File: src/rtl/emb_pkg.sv
// Shared constants for the external memory bus controller.
// Assumes a 32-bit AHB-Lite register port with word-aligned registers.
package emb_pkg;

  // Register byte offsets on the bus.
  localparam logic [7:0] EMB_OFS_CTRL = 8'h00;
  localparam logic [7:0] EMB_OFS_PULL = 8'h04;
  localparam logic [7:0] EMB_OFS_STAT = 8'h08;

  // Bus control register: reset value, writable bits and field positions.
  localparam logic [7:0] EMB_CTRL_RESET = 8'h00;
  localparam logic [7:0] EMB_CTRL_WMASK = 8'hb3;
  localparam int EMB_CTRL_REL = 7;
  localparam int EMB_CTRL_WAIT_HI = 5;
  localparam int EMB_CTRL_WAIT_LO = 4;
  localparam int EMB_CTRL_WM_HI = 1;
  localparam int EMB_CTRL_WM_LO = 0;

  // Pull-up host register: only the top three bits exist, set means disabled.
  localparam logic [7:0] EMB_PULL_RESET = 8'he0;
  localparam logic [7:0] EMB_PULL_WMASK = 8'he0;
  localparam int EMB_PULL_D = 7;
  localparam int EMB_PULL_E = 6;
  localparam int EMB_PULL_J = 5;

  // Status register bit positions.
  localparam int EMB_ST_WIDE = 0;
  localparam int EMB_ST_MODE_LO = 1;
  localparam int EMB_ST_WAITEN = 3;
  localparam int EMB_ST_SHIFT = 4;
  localparam int EMB_ST_REL = 5;
  localparam int EMB_ST_BUSY = 6;

  // Program mode and address width encodings.
  localparam logic [1:0] EMB_MODE_A20 = 2'h0;
  localparam logic [1:0] EMB_MODE_A16 = 2'h1;
  localparam logic [1:0] EMB_MODE_A12 = 2'h2;
  localparam logic [1:0] EMB_MODE_MCU = 2'h3;

  // Write style encodings; the top bit alone selects word write.
  localparam logic [1:0] EMB_WM_BYTESEL = 2'h1;
  localparam logic [1:0] EMB_WM_BYTEWR = 2'h0;

  // Largest table wait in instruction cycles (field code 00).
  localparam logic [1:0] EMB_WAIT_MAX = 2'h3;

  // Bus cycle states.
  typedef enum logic [2:0] {
    EMB_ST_IDLE = 3'b001,
    EMB_ST_ADDR = 3'b010,
    EMB_ST_DATA = 3'b100
  } emb_state_t;

endpackage

File: src/rtl/emb_bus_ctl.sv
// External memory bus controller: registers, pin ownership and bus cycles.
// Assumes a core raising one-cycle access requests on clk_sys and an AHB-Lite master.
// Operation
// Internal-only mode ignores control register writes.
// Release bit clear: bus owns pins.
// Release bit set: ports, bus on access.
// Release bit resets to zero.
// Wait field code maps to 3..0 cycles.
// Waits only when enabled, after cycle.
// Word write pairs bytes, odd strobes.
// Byte select: latch both lanes, enables.
// Byte write: latch both lanes, high/low.
// Write style ignored in 8-bit width.
// Fixed setting selects 16 or 8-bit.
// Fixed field selects address width, mode.
// Unused high lines stay plain I/O.
// Address width should cover data width.
// 8-bit: low lines multiplexed, rest address.
// Optional offset by internal memory size.
// Byte address line gives 21-bit reach.
// Per-port pull-ups, clear enables them.
// Reset disables all bus pull-ups.
// Unimplemented control bits read zero.
// Idle bus: data tristate, strobes inactive.
// Release from external code deferred.
// Bus beats all sharing peripherals.
// Delay disabled means zero waits.
//
// The AHB-Lite slave port and the placing of the registers were left to the implementer.
`timescale 1ns/1ps
`default_nettype none

module emb_bus_ctl
  import emb_pkg::*;
#(
  parameter logic [20:0] INT_MEM_BYTES = 21'h008000,
  parameter int CYC_CLKS = 4
) (
  // Clock and reset.
  input wire logic clk_sys,
  input wire logic resetn,
  // AHB-Lite slave.
  input wire logic hsel,
  input wire logic [31:0] haddr,
  input wire logic [1:0] htrans,
  input wire logic hwrite,
  input wire logic [2:0] hsize,
  input wire logic [31:0] hwdata,
  input wire logic hready,
  output logic hreadyout,
  output logic [31:0] hrdata,
  output logic hresp,
  // Nonvolatile settings, held stable from reset.
  input wire logic dataWidthSelect,
  input wire logic [1:0] programModeAddressWidth,
  input wire logic delayInsertEnable,
  input wire logic addressOffsetEnable,
  // Core access port.
  input wire logic execInternal,
  input wire logic accReq,
  input wire logic accTable,
  input wire logic accWrite,
  input wire logic [20:0] tablePointer,
  input wire logic [7:0] tableDataLatch,
  output logic accBusy,
  output logic accDone,
  output logic [15:0] accRdData,
  // Bus pins.
  input wire logic [15:0] adIn,
  output logic [15:0] adOut,
  output logic [15:0] adOe,
  output logic [3:0] addrHighOut,
  output logic addrHighOe,
  output logic addrLatchEnable,
  output logic outputEnableN,
  output logic chipEnableN,
  output logic writeHighStrobeN,
  output logic writeLowStrobeN,
  output logic byteAddressLsb,
  output logic upperByteEnableN,
  output logic lowerByteEnableN,
  // Pin ownership, high means the I/O port owns the pin.
  output logic portDOwnIo,
  output logic [7:0] portEOwnIo,
  output logic [3:0] portHOwnIo,
  output logic portJOwnIo,
  // Weak pull-up enables, high means enabled.
  output logic weakPullEnD,
  output logic weakPullEnE,
  output logic weakPullEnJ
);

  // The data phase must hold at least two clocks after the address clock.
  initial begin
    if (CYC_CLKS < 3 || CYC_CLKS > 16) begin
      $error("CYC_CLKS must lie between 3 and 16");
    end
  end

  // Register state.
  logic [7:0] ctrl_q;
  logic [7:0] pull_q;
  logic relEff_q;
  // Captured nonvolatile settings; mode resets to internal-only so the bus is quiet.
  logic cfgDone_q;
  logic cfgWide_q;
  logic [1:0] cfgMode_q;
  logic cfgWaitEn_q;
  logic cfgShift_q;
  // AHB-Lite bookkeeping.
  logic wrPend_q;
  logic rdPend_q;
  logic [7:0] regAddr_q;
  logic hreadyout_q;
  logic [31:0] hrdata_q;
  // Bus cycle state.
  emb_state_t state_q;
  logic [6:0] dataCnt_q;
  logic isWrite_q;
  logic [7:0] evenByte_q;
  logic [15:0] adInS1_q;
  logic [15:0] adInS2_q;
  logic [15:0] adInS3_q;
  logic [15:0] adInF_q;

  // Derived decode of the settings.
  logic extMode;
  logic addr16Plus;
  logic addr20;
  logic [15:0] usedMask;
  logic [1:0] waitCycles;
  logic take;
  logic lastData;
  logic ownBus;
  logic addrTaken;
  logic [20:0] busAddr;

  // width decode
  assign extMode = cfgMode_q != EMB_MODE_MCU;
  assign addr16Plus = cfgMode_q != EMB_MODE_A12;
  assign addr20 = cfgMode_q == EMB_MODE_A20;
  // unused lines freed
  assign usedMask = {{4{addr16Plus}}, 12'hfff};
  // code to cycles
  // disabled means none
  assign waitCycles = cfgWaitEn_q ? (EMB_WAIT_MAX - ctrl_q[EMB_CTRL_WAIT_HI:EMB_CTRL_WAIT_LO])
                                  : 2'h0;
  assign take = accReq && extMode && (state_q == EMB_ST_IDLE);
  assign lastData = (state_q == EMB_ST_DATA) && (dataCnt_q == 7'h00);
  // bus holds pins
  // access takes pins
  assign ownBus = extMode && (!relEff_q || take || (state_q != EMB_ST_IDLE && !lastData));
  // offset address
  assign busAddr = cfgShift_q ? (tablePointer - INT_MEM_BYTES) : tablePointer;
  assign addrTaken = hsel && htrans[1] && hready;

  // Settings are caught once, on the first edge out of reset.
  always_ff @(posedge clk_sys) begin
    if (!resetn) begin
      cfgDone_q <= 1'b0;
      cfgWide_q <= 1'b1;
      cfgMode_q <= EMB_MODE_MCU;
      cfgWaitEn_q <= 1'b0;
      cfgShift_q <= 1'b0;
    end else if (!cfgDone_q) begin
      // width fixed here
      cfgDone_q <= 1'b1;
      cfgWide_q <= dataWidthSelect;
      cfgMode_q <= programModeAddressWidth;
      cfgWaitEn_q <= delayInsertEnable;
      cfgShift_q <= addressOffsetEnable;
    end
  end

  // Address phase capture; reads get one wait cycle so hrdata comes from a flop.
  always_ff @(posedge clk_sys) begin
    if (!resetn) begin
      wrPend_q <= 1'b0;
      rdPend_q <= 1'b0;
      regAddr_q <= 8'h00;
      hreadyout_q <= 1'b1;
    end else begin
      wrPend_q <= addrTaken && hwrite;
      rdPend_q <= addrTaken && !hwrite;
      hreadyout_q <= !(addrTaken && !hwrite);
      if (addrTaken) begin
        regAddr_q <= haddr[7:0];
      end
    end
  end

  // Read data mux; unmapped offsets read as zero.
  always_ff @(posedge clk_sys) begin
    if (!resetn) begin
      hrdata_q <= 32'h00000000;
    end else if (rdPend_q) begin
      // reserved bits zero
      unique case (regAddr_q)
        EMB_OFS_CTRL: hrdata_q <= {24'h000000, ctrl_q & EMB_CTRL_WMASK};
        EMB_OFS_PULL: hrdata_q <= {24'h000000, pull_q & EMB_PULL_WMASK};
        EMB_OFS_STAT: begin
          hrdata_q <= 32'h00000000;
          hrdata_q[EMB_ST_WIDE] <= cfgWide_q;
          hrdata_q[EMB_ST_MODE_LO +: 2] <= cfgMode_q;
          hrdata_q[EMB_ST_WAITEN] <= cfgWaitEn_q;
          hrdata_q[EMB_ST_SHIFT] <= cfgShift_q;
          hrdata_q[EMB_ST_REL] <= relEff_q;
          hrdata_q[EMB_ST_BUSY] <= state_q != EMB_ST_IDLE;
        end
        default: hrdata_q <= 32'h00000000;
      endcase
    end
  end

  // Bus control register; in internal-only mode it is frozen at reset value.
  always_ff @(posedge clk_sys) begin
    if (!resetn) begin
      // release bit clear
      ctrl_q <= EMB_CTRL_RESET;
    end else if (wrPend_q && regAddr_q == EMB_OFS_CTRL && extMode) begin
      // writes need bus mode
      ctrl_q <= hwdata[7:0] & EMB_CTRL_WMASK;
    end
  end

  // Pull-up host register, reset to all pull-ups off.
  always_ff @(posedge clk_sys) begin
    if (!resetn) begin
      // pull-ups off
      pull_q <= EMB_PULL_RESET;
    end else if (wrPend_q && regAddr_q == EMB_OFS_PULL) begin
      pull_q <= hwdata[7:0] & EMB_PULL_WMASK;
    end
  end

  // A set release lands only while running inside, else pins vanish under fetches.
  always_ff @(posedge clk_sys) begin
    if (!resetn) begin
      relEff_q <= 1'b0;
    end else if (!ctrl_q[EMB_CTRL_REL]) begin
      relEff_q <= 1'b0;
    end else if (execInternal) begin
      // deferred release
      relEff_q <= 1'b1;
    end
  end

  // Read data passes three flops; a value counts once stages two and three agree.
  always_ff @(posedge clk_sys) begin
    if (!resetn) begin
      adInS1_q <= 16'h0000;
      adInS2_q <= 16'h0000;
      adInS3_q <= 16'h0000;
      adInF_q <= 16'h0000;
    end else begin
      adInS1_q <= adIn;
      adInS2_q <= adInS1_q;
      adInS3_q <= adInS2_q;
      if (adInS2_q == adInS3_q) begin
        adInF_q <= adInS3_q;
      end
    end
  end

  // Pin ownership and pull-up outputs, one flop each.
  always_ff @(posedge clk_sys) begin
    if (!resetn) begin
      portDOwnIo <= 1'b1;
      portEOwnIo <= 8'hff;
      portHOwnIo <= 4'hf;
      portJOwnIo <= 1'b1;
      weakPullEnD <= 1'b0;
      weakPullEnE <= 1'b0;
      weakPullEnJ <= 1'b0;
    end else begin
      // bus wins pins
      // line assignment
      portDOwnIo <= !ownBus;
      portEOwnIo <= ~({{4{ownBus && addr16Plus}}, {4{ownBus}}});
      portHOwnIo <= {4{!(ownBus && addr20)}};
      portJOwnIo <= !ownBus;
      // clear enables pull-ups
      weakPullEnD <= !pull_q[EMB_PULL_D];
      weakPullEnE <= !pull_q[EMB_PULL_E];
      weakPullEnJ <= !pull_q[EMB_PULL_J];
    end
  end

  // Bus cycle: an address clock, then a data phase of the rest of the cycle plus waits.
  always_ff @(posedge clk_sys) begin
    if (!resetn) begin
      state_q <= EMB_ST_IDLE;
      dataCnt_q <= 7'h00;
      isWrite_q <= 1'b0;
      evenByte_q <= 8'h00;
      accBusy <= 1'b0;
      accDone <= 1'b0;
      accRdData <= 16'h0000;
      adOut <= 16'h0000;
      adOe <= 16'h0000;
      addrHighOut <= 4'h0;
      addrHighOe <= 1'b0;
      addrLatchEnable <= 1'b0;
      outputEnableN <= 1'b1;
      chipEnableN <= 1'b1;
      writeHighStrobeN <= 1'b1;
      writeLowStrobeN <= 1'b1;
      byteAddressLsb <= 1'b0;
      upperByteEnableN <= 1'b1;
      lowerByteEnableN <= 1'b1;
    end else begin
      accDone <= 1'b0;
      unique case (state_q)
        EMB_ST_IDLE: begin
          if (take) begin
            state_q <= EMB_ST_ADDR;
            accBusy <= 1'b1;
            isWrite_q <= accWrite && accTable;
            // byte line is lsb
            adOut <= busAddr[16:1];
            adOe <= usedMask;
            addrHighOut <= busAddr[20:17];
            addrHighOe <= addr20;
            byteAddressLsb <= busAddr[0];
            addrLatchEnable <= 1'b1;
            chipEnableN <= 1'b0;
            // waits follow the cycle
            // Reads hold two more clocks so the pin synchroniser settles.
            dataCnt_q <= 7'(CYC_CLKS - 2) + 7'(int'(accTable ? waitCycles : 2'h0) * CYC_CLKS)
                         + 7'((accWrite && accTable) ? 0 : 2);
          end
        end
        EMB_ST_ADDR: begin
          state_q <= EMB_ST_DATA;
          addrLatchEnable <= 1'b0;
          if (!isWrite_q) begin
            // Reads: data lanes float, address-only lines keep the address.
            outputEnableN <= 1'b0;
            upperByteEnableN <= 1'b0;
            lowerByteEnableN <= 1'b0;
            adOe <= cfgWide_q ? 16'h0000 : {usedMask[15:8], 8'h00};
          end else if (!cfgWide_q) begin
            // style ignored at 8 bits
            adOut <= {adOut[15:8], tableDataLatch};
            writeLowStrobeN <= 1'b0;
          end else if (ctrl_q[EMB_CTRL_WM_HI]) begin
            // word write pairing
            if (byteAddressLsb) begin
              adOut <= {tableDataLatch, evenByte_q};
              writeHighStrobeN <= 1'b0;
              upperByteEnableN <= 1'b0;
              lowerByteEnableN <= 1'b0;
            end else begin
              evenByte_q <= tableDataLatch;
              adOe <= 16'h0000;
            end
          end else if (ctrl_q[EMB_CTRL_WM_HI:EMB_CTRL_WM_LO] == EMB_WM_BYTESEL) begin
            // byte select lanes
            adOut <= {tableDataLatch, tableDataLatch};
            writeHighStrobeN <= 1'b0;
            upperByteEnableN <= !byteAddressLsb;
            lowerByteEnableN <= byteAddressLsb;
          end else begin
            // byte write strobes
            adOut <= {tableDataLatch, tableDataLatch};
            writeHighStrobeN <= !byteAddressLsb;
            writeLowStrobeN <= byteAddressLsb;
          end
        end
        EMB_ST_DATA: begin
          if (dataCnt_q != 7'h00) begin
            dataCnt_q <= dataCnt_q - 7'h01;
          end else begin
            // idle pin levels
            state_q <= EMB_ST_IDLE;
            accBusy <= 1'b0;
            accDone <= 1'b1;
            if (!isWrite_q) begin
              accRdData <= adInF_q;
            end
            adOe <= 16'h0000;
            addrHighOe <= 1'b0;
            outputEnableN <= 1'b1;
            chipEnableN <= 1'b1;
            writeHighStrobeN <= 1'b1;
            writeLowStrobeN <= 1'b1;
            upperByteEnableN <= 1'b1;
            lowerByteEnableN <= 1'b1;
            byteAddressLsb <= 1'b0;
          end
        end
      endcase
    end
  end

  // Bus port outputs.
  assign hreadyout = hreadyout_q;
  assign hrdata = hrdata_q;
  assign hresp = 1'b0;

  // Checks next to the logic they guard.
  a_mcu_locks_ctrl: assert property (@(posedge clk_sys) disable iff (!resetn)
    (wrPend_q && !extMode) |=> (ctrl_q == $past(ctrl_q)))
    else $error("ctrl written in internal mode");
  a_bus_holds_pins: assert property (@(posedge clk_sys) disable iff (!resetn)
    (extMode && !relEff_q) |=> !portDOwnIo && !portJOwnIo)
    else $error("port owns bus pin");
  a_access_takes_pins: assert property (@(posedge clk_sys) disable iff (!resetn)
    (state_q == EMB_ST_DATA) |-> !portDOwnIo)
    else $error("port owns pin in access");
  a_reset_ctrl_zero: assert property (@(posedge clk_sys)
    $rose(resetn) |-> ctrl_q == EMB_CTRL_RESET && !relEff_q)
    else $error("ctrl not reset");
  a_wait_length: assert property (@(posedge clk_sys) disable iff (!resetn)
    (take && accTable && accWrite && cfgWaitEn_q && waitCycles == 2'h3)
      |=> ##1 (state_q == EMB_ST_DATA) [*8] ##7 (state_q == EMB_ST_DATA) ##1 accDone)
    else $error("wait length wrong");
  a_no_wait_disabled: assert property (@(posedge clk_sys) disable iff (!resetn)
    (take && !cfgWaitEn_q) |=> (state_q == EMB_ST_ADDR)
      ##1 (dataCnt_q == 7'(CYC_CLKS - (isWrite_q ? 2 : 0))))
    else $error("wait while disabled");
  a_word_even_quiet: assert property (@(posedge clk_sys) disable iff (!resetn)
    (state_q == EMB_ST_DATA && isWrite_q && cfgWide_q && ctrl_q[1] && !byteAddressLsb)
      |-> writeHighStrobeN && writeLowStrobeN && adOe == 16'h0000)
    else $error("even word write drove the bus");
  a_bytesel_strobe: assert property (@(posedge clk_sys) disable iff (!resetn)
    (state_q == EMB_ST_DATA && isWrite_q && cfgWide_q && ctrl_q[1:0] == EMB_WM_BYTESEL)
      |-> !writeHighStrobeN && (upperByteEnableN != lowerByteEnableN))
    else $error("byte select strobes wrong");
  a_bytewr_strobe: assert property (@(posedge clk_sys) disable iff (!resetn)
    (state_q == EMB_ST_DATA && isWrite_q && cfgWide_q && ctrl_q[1:0] == EMB_WM_BYTEWR)
      |-> (writeHighStrobeN != writeLowStrobeN) && adOut[15:8] == adOut[7:0])
    else $error("byte write strobes wrong");
  a_idle_quiet: assert property (@(posedge clk_sys) disable iff (!resetn)
    (state_q == EMB_ST_IDLE) |-> adOe == 16'h0000 && chipEnableN && outputEnableN
      && writeHighStrobeN && writeLowStrobeN && upperByteEnableN && lowerByteEnableN
      && !addrLatchEnable && !byteAddressLsb)
    else $error("idle pins not at rest");
  a_pullups_reset: assert property (@(posedge clk_sys)
    $rose(resetn) |-> !weakPullEnD && !weakPullEnE && !weakPullEnJ)
    else $error("pull-ups on after reset");

  // Main scenarios.
  c_table_write: cover property (@(posedge clk_sys) disable iff (!resetn)
    take && accWrite && accTable);
  c_read_done: cover property (@(posedge clk_sys) disable iff (!resetn)
    accDone && !isWrite_q);
  c_release_lands: cover property (@(posedge clk_sys) disable iff (!resetn)
    $rose(relEff_q));

endmodule

`default_nettype wire

File: config.mk
export PLATFORM = sky130hd
export DESIGN_NAME = emb_bus_ctl
export DESIGN_NICKNAME = d
export VERILOG_FILES = /design/src/rtl/emb_pkg.sv /design/src/rtl/emb_bus_ctl.sv
export SDC_FILE = /design/constraint.sdc
export NUM_CORES = 1
export LEC_CHECK = 0
export ABC_AREA = 1
export BUFFER_PORTS_ARGS = -buffer_cell sky130_fd_sc_hd__buf_2
export CORE_MARGIN = 2
export CORE_UTILIZATION = 50
export DETAILED_ROUTE_END_ITERATION = 10
export PLACE_DENSITY = 0.89
export SLEW_MARGIN = 15
export SYNTH_ARGS = -nofsm -noshare
export SYNTH_HDL_FRONTEND = slang
export SYNTH_SLANG_ARGS = --single-unit
File: constraint.sdc
create_clock -name clk_sys -period 2 [get_ports clk_sys]
set_input_delay 0.3 -clock clk_sys [delete_from_list [all_inputs] [get_ports clk_sys]]
set_output_delay 0.3 -clock clk_sys [all_outputs]
set_load 0.02 [all_outputs]
==> implementation parameters, run 1 <==
Parameter                              Value

Drt
  Iteration count of the initial detailed-routing pass ... 5
  WL per Instance ... 12.18 um
  Number of design-rule violations left by the first detailed-router iteration ... 528
  Antenna viol nets, final ... 0
  Total number of vias ... slightly below 7000
  Total wire length ... between 15000 and 20000 um
  DRC Markers ... 0
  Ratio of routed vias to standard cells ... 4.865

Timing
  RSZ-0062 raised after global routing ... false
  Slew at the pin closest to its max-slew limit ... just under 600 ps
  Hold_ws ... 47.24 ps
  Final Cycle Share ... between 80% and 90%
  Final hold viol count ... 0
  Final number of setup-violating endpoints ... 0
  Pins Over Slew Limit ... 0
  Final min period ... about 1800 ps
  TNS Setup ... 0 ps
  Largest clock skew in the final design ... 16.42 ps
  Max Fclk ... approximately 570 MHz
  Max-Slew Margin vs Limit ... between 60% and 70%
  PnR worst setup slack ... roughly 240 ps

Critical path
  CP Cell Sequence ... inv_1 > ha_1 > nand2_1 > nor2_4 > nand3_2 > nand2_1 > buf_4 > nand3_1 > nand2_1 > nand3_1
  Source of the worst register-to-register timing path ... dataCnt_q[0]$_SDFFE_PN0P_
  Critical path's largest stage delay ... a little over 300 ps
  Data required time of the worst path ... ~2300 ps
  R2r setup slk ... ~240 ps
  Depth of the worst register-to-register path ... 10
  Worst Setup Start Kind ... register
  Critical path launch point ... dataCnt_q[0]$_SDFFE_PN0P_
  Reg-to-reg critical path endpoint ... lowerByteEnableN$_SDFFE_PN1P_
  Crit path max fanout ... 10
  Family of cells with the greatest summed delay on the critical path ... simple AND/OR/NAND/NOR gates
  Critical path destination ... lowerByteEnableN$_SDFFE_PN1P_
  Slowest cell on the critical path ... dfxtp_1
  Number of cells on the critical path ... 10
  Critical path buffer and inverter count ... 2
  Setup crit end kind ... register
  CP Data Arrival Time ... around 2100 ps
  CP most frequent cell ... nand2_1
  Crit path kind ... reg2reg

Floorplan
  Initial core utilization ... 51.62%
  Std-Cell Rows ... 44
  Core region area ... roughly 0.015 sq mm
  I/O pin count ... between 200 and 250
  Die outline height ... ~130 um
  Chip Width ... about 130 um
  Total Die Area ... approximately 0.016 sq mm

Place
  Placed wire-length estimate after detailed placement ... 12650 um
  Placement Setup Slack ... between 200 and 300 ps
  Final weighted congestion of routability-driven global placement ... 0.8746
  # placed instances ... between 1000 and 1500
  Port bufs ... around 160

Global route
  Remaining global-route overflow ... 0
  Number of antenna violations at the first check in global routing ... 0
  Global-route wire length before repair ... ~28000 um
  Global routing usage summed across all routing layers ... a little over a fifth
  Vias in the first global route ... ~6300
  Largest net degree at the start of global routing ... a little over 70

Pwr
  Power share of the sequential group ... a little under half
  Switching power total ... about 2.3 mW
  Power density relative to cell area ... around 900 mW/mm^2
  Internal power of the cells ... between 5 and 6 mW
  Combinational fraction of design power ... roughly 15%
  Power share of the clock group ... 39.4%
  Switching share of power ... between 20 and 30%
  Total design power ... a little over 8 mW
  Static leakage ... roughly 4.5 nW
  Maximum resistive drop on vdd ... between 0.6 and 0.7 mV

Final layout
  Total Nets Final ... about 1300
  Final Instance Count excl. Fillers ... about 1400
  Number of filler cells placed in the layout ... 1293
  Syn-to-layout area delta ... 16.72%
  Ratio of cells with drive above 1 in the final layout ... between 10% and 20%
  Number of inserted diodes ... 0

CTS
  Clock transition at the registers of the reported paths ... 70 ps
  Clock latency reported for the late side of the worst-skew pair ... between 400 and 500 ps
  Cts bufs inserted ... 17
  Number of gates given a new drive strength after cts ... 0
  Number of sinks driven by the clock tree ... approximately 170
  Number of setup buffers added after CTS ... 0
  Cts hold-fix bufs ... 0
  CTS HTree Levels ... 4
  TritonCTS clock tree ... built
  Number of buffers on the longest clock path ... 2
  CTS root buffer ... clkbuf_16

Yosys
  Number of enable flip-flop cells after synthesis ... 0
  Main combinational cell family by area after synthesis ... simple AND/OR/NAND/NOR gates
  Compound-gate portion of the synthesized area ... between 10% and 20%
  Post-synthesis share of cell area spent on and, or, nand and nor gates ... between 20 and 30%
  Cell count after synthesis ... 1067
  Share of synthesized flip-flops with an asynchronous set or reset ... 0%
  Synth Cell Area ... between 0.007 and 0.008 sq mm
  Adder and majority cell fraction of the synthesized area ... less than 1%
  Flip-flop and latch count after synthesis ... 173
  Parity-gate share of the synthesized area counting xor and xnor cells ... less than 1%
  Yosys warnings ... 0
  Multiplexer fraction of the synthesized cell area ... 0%
  Predominant post-synthesis flop cell ... dfxtp_1
  Proportion of synthesized chip area in sequential cells ... a little under half
  Mapped Avg Cell Area ... around 7.1 sq um
  Number of different library cells in the post-synthesis netlist ... 35

Min path
  Worst hold path class ... in2reg

Job
  Total of max-cap violations ... 0

Status
  Status ... finished, final reports clean
synthesized netlist by cell type (2+ instances only):
cell	instances	area share [%]
nor3_2	2	0.26
nor3_1	5	0.33
nand3_1	47	3.1
nand4_1	12	0.99
clkinv_1	3	0.15
nor2_1	112	5.6
buf_2	8	0.53
ha_1	3	0.50
a21oi_1	73	4.8
xnor2_1	2	0.23
nand2_2	3	0.25
o21ai_0	61	4.0
clkbuf_1	17	0.84
xor2_1	6	0.70
buf_4	55	5.5
o31ai_1	5	0.50
nand2_1	294	15
inv_1	142	7.1
inv_2	9	0.45
o211ai_1	4	0.40
nor2_2	5	0.41
nand3_2	4	0.53
buf_6	4	0.60
o21ai_1	8	0.53
dfxtp_1	173	46
registers in the layout, summed over array words and instances, names as in the netlist, 2 cells and up:
register     count
accRdData       16
adInF_q         16
adInS1_q        16
adInS2_q        16
adInS3_q        16
adOe             3
adOut           16
addrHighOut      4
cfgMode_q        2
ctrl_q           5
dataCnt_q        7
evenByte_q       8
hrdata           8
portEOwnIo       2
pull_q           3
regAddr_q        8
state_q          3
final cells by class:
class                           count  area (sq um)  share of cell area [%]
Clock buffer                       18         439.2                   4.977
Clock inverter                     13         132.6                   1.503
Inverter                          154         578.1                   6.551
Multi-Input combinational cell    679          3042                   34.47
Sequential cell                   173          3463                   39.25
Tap cell                          184         230.2                   2.609
Timing Repair Buffer              177         938.4                   10.64
logic make-up after synthesis:
| group | Yosys count |
|---|---|
| other cells | 1 |
| flops | 173 |
| simple gates | 491 |
| xor+xnor | 8 |
| fa+ha+maj | 3 |
| compound gates | 152 |
| buf+inv | 239 |
routing by layer:
| metal | track usage, % | vias up | part of all wire [%] |
|---|---|---|---|
| li1 | - | 3503 | - |
| met1 | 26.12 | 3017 | 44 |
| met2 | 36.24 | 240 | 47 |
| met3 | 5.188 | 41 | 6.7 |
| met4 | 9.825 | 0 | 2.5 |
| met5 | 0 | - | 0 |
worst reg2reg max path, delay by kind of cell (launching register included):
kind          cells  cell delay (ps)
buf+inv           2              300
fa+ha+maj         1              190
simple gates      7              860
flops             1              310
power by group through the flow:
stage               logic [mW]  clock network, mW  registers, mW
finish                    1.18               3.18           3.72
floorplan                0.857                  0           3.86
global route              1.32               3.38           3.74
detailed placement        1.17                  0           3.80
global placement          1.14                  0           3.79
CTS                       1.17               3.25           3.72
how the worst min path moves through the flow:
stage                     slack (ps)                       to  depth (start not counted)                     from
after detailed placement         390  adInS2_q[15]$_SDFF_PN0_                          2  adInS1_q[15]$_SDFF_PN0_
final                             50   adInS1_q[1]$_SDFF_PN0_                          3                  adIn[1]
after CTS                         30  adInS1_q[13]$_SDFF_PN0_                          3                 adIn[13]
after global routing              40   adInS1_q[7]$_SDFF_PN0_                          3                  adIn[7]
after floorplan                  330        cfgDone_q$_DFF_P_                          0                   resetn
after global placement           390   adInS2_q[1]$_SDFF_PN0_                          2   adInS1_q[1]$_SDFF_PN0_
through the flow:
step / util, % / cell area [sq um]
after global routing: 60.25 / 8823
after CTS: 60.25 / 8823
after global placement: 56.35 / 8252
final: 60.25 / 8823
after detailed placement: 56.35 / 8252
after floorplan: - / 7650
layout by cell type (no fill, tap or decap), types with 3 or more instances in the layout:
master     instances
nand2_1          294
buf_4             15
clkinv_1           3
inv_6              4
o211ai_1           4
inv_1            142
xor2_1             6
clkbuf_16         17
clkinv_4           4
o31ai_1            5
nor2_1           112
nand3_1           47
o21ai_0           61
o21ai_1            8
conb_1            25
inv_2              9
ha_1               3
nand3_2            4
buf_2            161
a21oi_1           73
dfxtp_1          173
nand4_1           12
nand2_2            3
nor2_2             5
nor3_1             5
(Power assumes the default switching activity.)
==> run 2, diff against run 1 <==
--- a/config.mk
+++ b/config.mk
@@ -8,9 +8,9 @@
 export ABC_AREA = 1
 export BUFFER_PORTS_ARGS = -buffer_cell sky130_fd_sc_hd__buf_2
 export CORE_MARGIN = 2
-export CORE_UTILIZATION = 50
+export CORE_UTILIZATION = 46
 export DETAILED_ROUTE_END_ITERATION = 10
-export PLACE_DENSITY = 0.89
+export PLACE_DENSITY = 0.86
 export SLEW_MARGIN = 15
 export SYNTH_ARGS = -nofsm -noshare
 export SYNTH_HDL_FRONTEND = slang
==> constraint.sdc (replaced) <==
create_clock -name clk_sys -period 1.6 [get_ports clk_sys]
set_input_delay 0.24 -clock clk_sys [delete_from_list [all_inputs] [get_ports clk_sys]]
set_output_delay 0.24 -clock clk_sys [all_outputs]
set_load 0.02 [all_outputs]
==> run 2 against run 1 <==
Compared with the run above: cell count up 5.5%; clock power rose by 36%; sequential share of layout area down 2.9 points; highest routed layer unchanged; clock skew shrank 5.9 ps; critical endpoint is now accRdData[13]$_SDFFE_PN0P_; combinational power increased by 43%; non-clock buffer count is 44 higher; worst hold slack got worse by 26 ps; setup slack lost 240 ps; wire length rose by 8.3%; critical path type unchanged; register-to-register slack got worse by 240 ps; the run now ends with negative setup slack left; global-route usage is 0.68 points lower.
==> implementation parameters, run 2 (synthesized netlist as in run 1, its figures left out) <==
Parameter                              Value

Timing
  Largest clock skew in the final design ... 10.52 ps (was 16.42 ps)
  Final Cycle Share ... 100.5% (was 88.21%)
  Final hold viol count ... 0 (unchanged)
  Pins Over Slew Limit ... 0 (unchanged)
  Hold_ws ... 21.67 ps (was 47.24 ps)
  PnR worst setup slack ... -7.745 ps (was 235.8 ps)
  Max Fclk ... 622.0 MHz (was 566.8 MHz)
  Final min period ... 1608 ps (was 1764 ps)
  Final number of setup-violating endpoints ... 2 (was 0)
  RSZ-0062 raised after global routing ... true (was false)

Final layout
  Final Instance Count excl. Fillers ... 1475 (was 1398)
  Syn-to-layout area delta ... 26.12% (was 16.72%)
  Ratio of cells with drive above 1 in the final layout ... 23.91% (was 19.44%)
  Number of inserted diodes ... 0 (unchanged)
  Most common library cell in the layout ignoring fill and taps ... nand2_1 (unchanged)
  Total Nets Final ... 1377 (was 1333)
  Summed area of non-filler cells in the final layout ... 0.009534 sq mm (was 0.008823 sq mm)
  Number of filler cells placed in the layout ... 1398 (was 1293)
  Leading cell types in the layout, fill and taps excluded ... 278 x nand2_1, 170 x dfxtp_1, 161 x buf_2 (was 294 x nand2_1, 173 x dfxtp_1, 161 x buf_2)

Pwr
  Power density relative to cell area ... 1121 mW/mm^2 (was 916.5 mW/mm^2)
  Maximum resistive drop on vdd ... 0.7255 mV (was 0.6829 mV)
  Static leakage ... 4.789 nW (was 4.505 nW)
  Total design power ... 10.69 mW (was 8.087 mW)

Place
  Placed wire-length estimate after detailed placement ... 12900 um (was 12650 um)
  # placed instances ... 1418 (was 1367)
  Instance area at placement ... 0.008484 sq mm (was 0.008252 sq mm)
  Port bufs ... 162 (unchanged)
  Final weighted congestion of routability-driven global placement ... 0.8678 (was 0.8746)

CTS
  TritonCTS clock tree ... built (unchanged)
  Clock latency reported for the late side of the worst-skew pair ... 420 ps (was 440 ps)
  CTS HTree Levels ... 4 (unchanged)
  Number of sinks driven by the clock tree ... 173 (unchanged)
  Number of buffers on the longest clock path ... 2 (unchanged)
  Clock transition at the registers of the reported paths ... 70 ps (about the same)
  CTS root buffer ... clkbuf_16 (unchanged)
  Cts bufs inserted ... 17 (unchanged)

Critical path
  CP Cell Sequence ... inv_2 > ha_4 > nand2_4 > nor2_4 > nand3_2 > buf_6 > nor3_4 > buf_6 > buf_16 > nand2_1 > a21oi_1 (was inv_1 > ha_1 > nand2_1 > nor2_4 > nand3_2 > nand2_1 > buf_4 > nand3_1 > nand2_1 > nand3_1)
  Critical path's largest stage delay ... 320 ps (was 310 ps)
  Slowest cell on the critical path ... dfxtp_2 (was dfxtp_1)
  Crit path kind ... reg2reg (unchanged)
  Worst Setup Start Kind ... register (unchanged)
  Crit path max fanout ... 8 (was 10)
  Data required time of the worst path ... 1950 ps (was 2320 ps)
  Setup crit end kind ... register (unchanged)
  CP Data Arrival Time ... 1960 ps (was 2080 ps)
  CP most frequent cell ... buf_6 (was nand2_1)

Drt
  Antenna viol nets, final ... 0 (unchanged)
  Iteration count of the initial detailed-routing pass ... 8 (was 5)
  Number of design-rule violations left by the first detailed-router iteration ... 575 (was 528)
  Total number of vias ... 7009 (was 6801)
  WL per Instance ... 12.50 um (was 12.18 um)
  Uppermost signal routing layer after detailed routing ... met4 (unchanged)
  Routed met2 length ... 8952 um (was 7954 um)
  Met3 wirelength from detailed routing ... 1197 um (was 1149 um)
  Ratio of routed vias to standard cells ... 4.752 (was 4.865)
  Length of routed wiring on met1 ... 7889 um (was 7505 um)
  DRC Markers ... 0 (unchanged)
  Total wire length ... 18440 um (was 17030 um)

Job
  Total of max-cap violations ... 0 (unchanged)

Floorplan
  Core region area ... 0.01600 sq mm (was 0.01464 sq mm)
  Chip Width ... 132.2 um (was 127.0 um)
  I/O pin count ... 242 (unchanged)
  Total Die Area ... 0.01748 sq mm (was 0.01612 sq mm)
  Die outline height ... 132.2 um (was 127.0 um)
  Initial core utilization ... 47.25% (was 51.62%)
  Std-Cell Rows ... 46 (was 44)

Status
  Violations in the final reports ... negative setup slack
  Status ... finished with violations (was finished, final reports clean)

Global route
  Largest net degree at the start of global routing ... 59 (was 71)
  Number of antenna violations at the first check in global routing ... 0 (unchanged)
  Global-route wire length before repair ... 29920 um (was 28080 um)
  Remaining global-route overflow ... 0 (unchanged)
  Vias in the first global route ... 6447 (was 6268)
  Global routing usage summed across all routing layers ... 20.85% (was 21.53%)

Min path
  Worst hold path class ... in2reg (unchanged)
==> run 2: where the power goes <==
part           switching (mW)  internal, mW  total (mW)
Combinational            1.07         0.622        1.69
Clock                    1.82          2.52        4.34
Sequential              0.145          4.51        4.66
Total                    3.03          7.66        10.7
==> run 2: worst paths after layout <==
| kind | endpoint | slack (ps) | startpoint | cells after the start |
|---|---|---|---|---|
| setup / recovery | accRdData[13]$_SDFFE_PN0P_ | -8 | dataCnt_q[1]$_SDFFE_PN0P_ | 11 |
| hold reg to reg | adInS2_q[14]$_SDFF_PN0_ | 410 | adInS1_q[14]$_SDFF_PN0_ | 2 |
| hold / removal | pull_q[6]$_SDFFE_PN1P_ | 20 | hwdata[6] | 3 |
| setup reg to reg | accRdData[13]$_SDFFE_PN0P_ | -8 | dataCnt_q[1]$_SDFFE_PN0P_ | 11 |
==> run 2: layer usage <==
layer  global-route usage [%]  vias up
met4                    7.527        0
met1                    26.12     3080
met3                    4.306       36
met2                    35.56      306
met5                        0        -
li1                         -     3587
==> run 2: area by class of cell <==
cell class	instances	area (sq um)	area share, %
tap	216	270.3	2.835
clock buffer	18	429.2	4.501
sequential	173	3467	36.36
multi-input combinational	679	3206	33.62
inverter	154	580.6	6.089
timing repair buffer	221	1388	14.55
clock inverter	14	193.9	2.034
==> run 2: timing repair <==
action / in CTS / in global routing
buffers inserted: 4 / 4
hold endpoints to repair: 17 / 0
hold buffers: 17 / 0
gates resized for setup: 13 / 47
cloned: 1 / 0
endpoints found under the setup margin: 23 / 49
pin swaps: 2 / 22
==> run 2: per-stage QoR <==
stage          setup WS [ps]  utilization [%]  TNS [ps]
2_1_floorplan          36.47                -         0
3_3_place_gp           17.48            53.03         0
3_5_place_dp          -36.05            53.03    -80.17
4_1_cts               -25.93            58.62    -168.6
5_1_grt               -107.7            59.59     -1442
6_report              -7.745            59.59    -9.071
==> run 2: critical path: cells and delay by family, from the launching register on <==
| kind | cells | cell delay (ps) |
|---|---|---|
| DFF | 1 | 320 |
| buffers and inverters | 4 | 460 |
| adders and majority gates | 1 | 150 |
| and+or+nand+nor | 5 | 480 |
| AOI/OAI and AO/OA | 1 | 110 |
==> run 3, diff against run 2 <==
--- a/config.mk
+++ b/config.mk
@@ -5,12 +5,12 @@
 export SDC_FILE = /design/constraint.sdc
 export NUM_CORES = 1
 export LEC_CHECK = 0
-export ABC_AREA = 1
 export BUFFER_PORTS_ARGS = -buffer_cell sky130_fd_sc_hd__buf_2
+export CAP_MARGIN = 0
 export CORE_MARGIN = 2
 export CORE_UTILIZATION = 46
 export DETAILED_ROUTE_END_ITERATION = 10
-export PLACE_DENSITY = 0.86
+export PLACE_DENSITY = 0.87
 export SLEW_MARGIN = 15
 export SYNTH_ARGS = -nofsm -noshare
 export SYNTH_HDL_FRONTEND = slang
==> run 3 against run 2 <==
Compared with the run above: the flow still finishes with violations (negative setup slack); utilization rose by 4.1 points; design area is 1.9% higher; non-clock buffer count is 44 higher; sequential share of layout area is 0.49 points lower; combinational power is essentially flat; worst hold slack got worse by 12 ps; register-to-register slack got worse by 330 ps; largest cell class is now multi-input gates; largest power group unchanged.
==> implementation parameters, run 3 <==
Parameter                              Value

Status
  Status ... finished with violations (unchanged)
  Violations in the final reports ... negative setup slack (unchanged)

Drt
  Total number of vias ... 6371 (was 7009)
  DRC Markers ... 0 (unchanged)
  WL per Instance ... 15.69 um (was 12.50 um)
  Routed met2 length ... 9579 um (was 8952 um)
  Length of routed wiring on met1 ... 7804 um (was 7889 um)
  Met3 wirelength from detailed routing ... 1152 um (was 1197 um)
  Uppermost signal routing layer after detailed routing ... met4 (unchanged)
  Ratio of routed vias to standard cells ... 5.248 (was 4.752)
  Number of design-rule violations left by the first detailed-router iteration ... 478 (was 575)
  Iteration count of the initial detailed-routing pass ... 5 (was 8)
  Antenna viol nets, final ... 0 (unchanged)
  Total wire length ... 19050 um (was 18440 um)

Global route
  Global routing usage summed across all routing layers ... 21.66% (was 20.85%)
  Number of antenna violations at the first check in global routing ... 0 (unchanged)
  Largest net degree at the start of global routing ... 93 (was 59)
  Global-route wire length before repair ... 28530 um (was 29920 um)
  Remaining global-route overflow ... 0 (unchanged)
  Vias in the first global route ... 5879 (was 6447)

Yosys
  Proportion of synthesized chip area in sequential cells ... 48.09% (was 45.81%)
  Parity-gate share of the synthesized area counting xor and xnor cells ... 2.675% (was 0.9268%)
  Post-synthesis share of cell area spent on and, or, nand and nor gates ... 21.79% (was 27.16%)
  Compound-gate portion of the synthesized area ... 10.65% (was 10.41%)
  Synth Cell Area ... 0.007202 sq mm (was 0.007560 sq mm)
  Adder and majority cell fraction of the synthesized area ... 0.5212% (was 0.4965%)
  Share of synthesized flip-flops with an asynchronous set or reset ... 0% (unchanged)
  Multiplexer fraction of the synthesized cell area ... 7.974% (was 0%)
  Mapped Avg Cell Area ... 9.269 sq um (was 7.085 sq um)
  Most area-hungry cell type in the Yosys netlist ... dfxtp_1 (unchanged)
  Number of different library cells in the post-synthesis netlist ... 68 (was 35)
  Cell types with the largest area share after synthesis ... dfxtp_1 48%, mux2i_1 7.5%, buf_4 5.2% (was dfxtp_1 46%, nand2_1 15%, inv_1 7.1%)
  Number of enable flip-flop cells after synthesis ... 0 (unchanged)
  Fraction of post-synthesis cell area in the top cell type by area ... 48.09% (was 45.81%)
  Synth cell count leaders ... 173 x dfxtp_1, 74 x nand2_1, 66 x nor2_1 (was 294 x nand2_1, 173 x dfxtp_1, 142 x inv_1)
  Yosys warnings ... 0 (unchanged)
  Predominant post-synthesis flop cell ... dfxtp_1 (unchanged)
  Main combinational cell family by area after synthesis ... simple AND/OR/NAND/NOR gates (unchanged)
  Count leader, synth ... dfxtp_1 (was nand2_1)
  Flip-flop and latch count after synthesis ... 173 (unchanged)
  Cell count after synthesis ... 777 (was 1067)

CTS
  Clock transition at the registers of the reported paths ... 70 ps (about the same)
  Number of buffers on the longest clock path ... 2 (unchanged)
  CTS root buffer ... clkbuf_16 (unchanged)
  TritonCTS clock tree ... built (unchanged)
  Number of sinks driven by the clock tree ... 173 (unchanged)
  Clock latency reported for the late side of the worst-skew pair ... 430 ps (was 420 ps)
  Cts bufs inserted ... 17 (unchanged)
  CTS HTree Levels ... 4 (unchanged)

Floorplan
  Core region area ... 0.01526 sq mm (was 0.01600 sq mm)
  Die outline height ... 129.1 um (was 132.2 um)
  Total Die Area ... 0.01667 sq mm (was 0.01748 sq mm)
  Chip Width ... 129.1 um (was 132.2 um)
  Initial core utilization ... 47.20% (was 47.25%)
  I/O pin count ... 242 (unchanged)
  Std-Cell Rows ... 45 (was 46)

Final layout
  Leading cell types in the layout, fill and taps excluded ... 162 x dfxtp_1, 162 x buf_2, 77 x buf_4 (was 278 x nand2_1, 170 x dfxtp_1, 161 x buf_2)
  Number of inserted diodes ... 0 (unchanged)
  Ratio of cells with drive above 1 in the final layout ... 37.29% (was 23.91%)
  Number of filler cells placed in the layout ... 1113 (was 1398)
  Total area of multi-input combinational cells ... 0.003582 sq mm (was 0.003206 sq mm)
  Total Nets Final ... 1122 (was 1377)
  Summed area of non-filler cells in the final layout ... 0.009713 sq mm (was 0.009534 sq mm)
  Sequential cell area ... 0.003485 sq mm (was 0.003467 sq mm)
  Syn-to-layout area delta ... 34.87% (was 26.12%)

Pwr
  Maximum resistive drop on vdd ... 0.7912 mV (was 0.7255 mV)
  Power density relative to cell area ... 1063 mW/mm^2 (was 1121 mW/mm^2)
  Static leakage ... 4.149 nW (was 4.789 nW)

Critical path
  Slowest cell on the critical path ... or4b_4 (was dfxtp_2)
  CP Cell Sequence ... inv_2 > ha_4 > or4b_4 > buf_4 > nor3_2 > buf_4 > o311ai_0 > o41ai_1 (was inv_2 > ha_4 > nand2_4 > nor2_4 > nand3_2 > buf_6 > nor3_4 > buf_6 > buf_16 > nand2_1 > a21oi_1)
  Critical path buffer and inverter count ... 3 (was 4)
  Crit path kind ... reg2reg (unchanged)
  CP Data Arrival Time ... 2270 ps (was 1960 ps)
  Worst Setup Start Kind ... register (unchanged)
  R2r setup slk ... -340 ps (was -8 ps)
  Critical path's largest stage delay ... 510 ps (was 320 ps)
  Family of cells with the greatest summed delay on the critical path ... simple AND/OR/NAND/NOR gates (unchanged)
  Setup crit end kind ... register (unchanged)
  Data required time of the worst path ... 1920 ps (was 1950 ps)
  Crit path max fanout ... 8 (unchanged)
  CP most frequent cell ... buf_4 (was buf_6)

Place
  Placed wire-length estimate after detailed placement ... 12580 um (was 12900 um)
  Port bufs ... 162 (unchanged)
  Instance area at placement ... 0.008591 sq mm (was 0.008484 sq mm)
  Final weighted congestion of routability-driven global placement ... 0.8602 (was 0.8678)
  Placement Setup Slack ... -397.6 ps (was -36.05 ps)

Timing
  Final min period ... 1943 ps (was 1608 ps)
  Pins Over Slew Limit ... 0 (unchanged)
  Largest clock skew in the final design ... 7.699 ps (was 10.52 ps)
  Final hold viol count ... 0 (unchanged)
  Final number of setup-violating endpoints ... 61 (was 2)
  PnR worst setup slack ... -342.6 ps (was -7.745 ps)
  Final Cycle Share ... 121.4% (was 100.5%)
  Max Fclk ... 514.8 MHz (was 622.0 MHz)
  RSZ-0062 raised after global routing ... true (unchanged)

Min path
  Worst hold path class ... in2reg (unchanged)

Job
  Total of max-cap violations ... 0 (unchanged)
[run 3: timing repair]
action	in CTS	in global routing
hold buffers	1	4
setup endpoints to repair	72	86
pin swaps	11	30
hold endpoints to repair	1	4
setup buffers	11	11
gates resized for setup	19	58
gates cloned	2	2
[run 3: final cells by class]
class	count	area share, %
Clock inverter	13	1.533
Timing Repair Buffer	265	18.30
Sequential cell	173	35.88
Tap cell	211	2.718
Multi-Input combinational cell	527	36.88
Inverter	7	0.2705
Clock buffer	18	4.418
[run 3: worst paths after layout]
kind,startpoint,end,depth (start not counted)
max,dataCnt_q[0]$_SDFFE_PN0P_,dataCnt_q[4]$_SDFFE_PN0P_,8
min,adIn[5],adInS1_q[5]$_SDFF_PN0_,2
max reg2reg,dataCnt_q[0]$_SDFFE_PN0P_,dataCnt_q[4]$_SDFFE_PN0P_,8
min reg2reg,adInS1_q[3]$_SDFF_PN0_,adInS2_q[3]$_SDFF_PN0_,1
[run 3: stage by stage]
step	hold slack, ps	TNS (ps)	utilization [%]	instances	power (mW)
after CTS	0.4817	-11010	61.38	1199	10.19
after detailed placement	416.9	-13270	56.30	1155	6.118
after global placement	413.6	-11640	56.30	1155	6.086
final	9.403	-11860	63.66	1214	10.33
after global routing	5.104	-16470	63.66	1214	10.71
after floorplan	267.7	-13800	-	801	5.715
[run 3: report_power, final]
group | switching, mW | total (mW) | internal [mW]
combinational | 0.934 | 1.67 | 0.732
clock | 1.86 | 4.07 | 2.21
sequential | 0.126 | 4.60 | 4.47
[run 3: cells by family after synthesis]
logic type      after synthesis
mux                          57
buf+inv                     102
xor+xnor                     22
flops                       173
other cells                   1
compound gates              119
simple gates                300
fa+ha+maj                     3
[run 3: metal layers]
metal  up-vias  global-route usage (%)
met5         -                       0
met4         0                   7.609
met2       254                   37.09
li1       3043                       -
met3        43                   5.863
met1      3031                   26.27
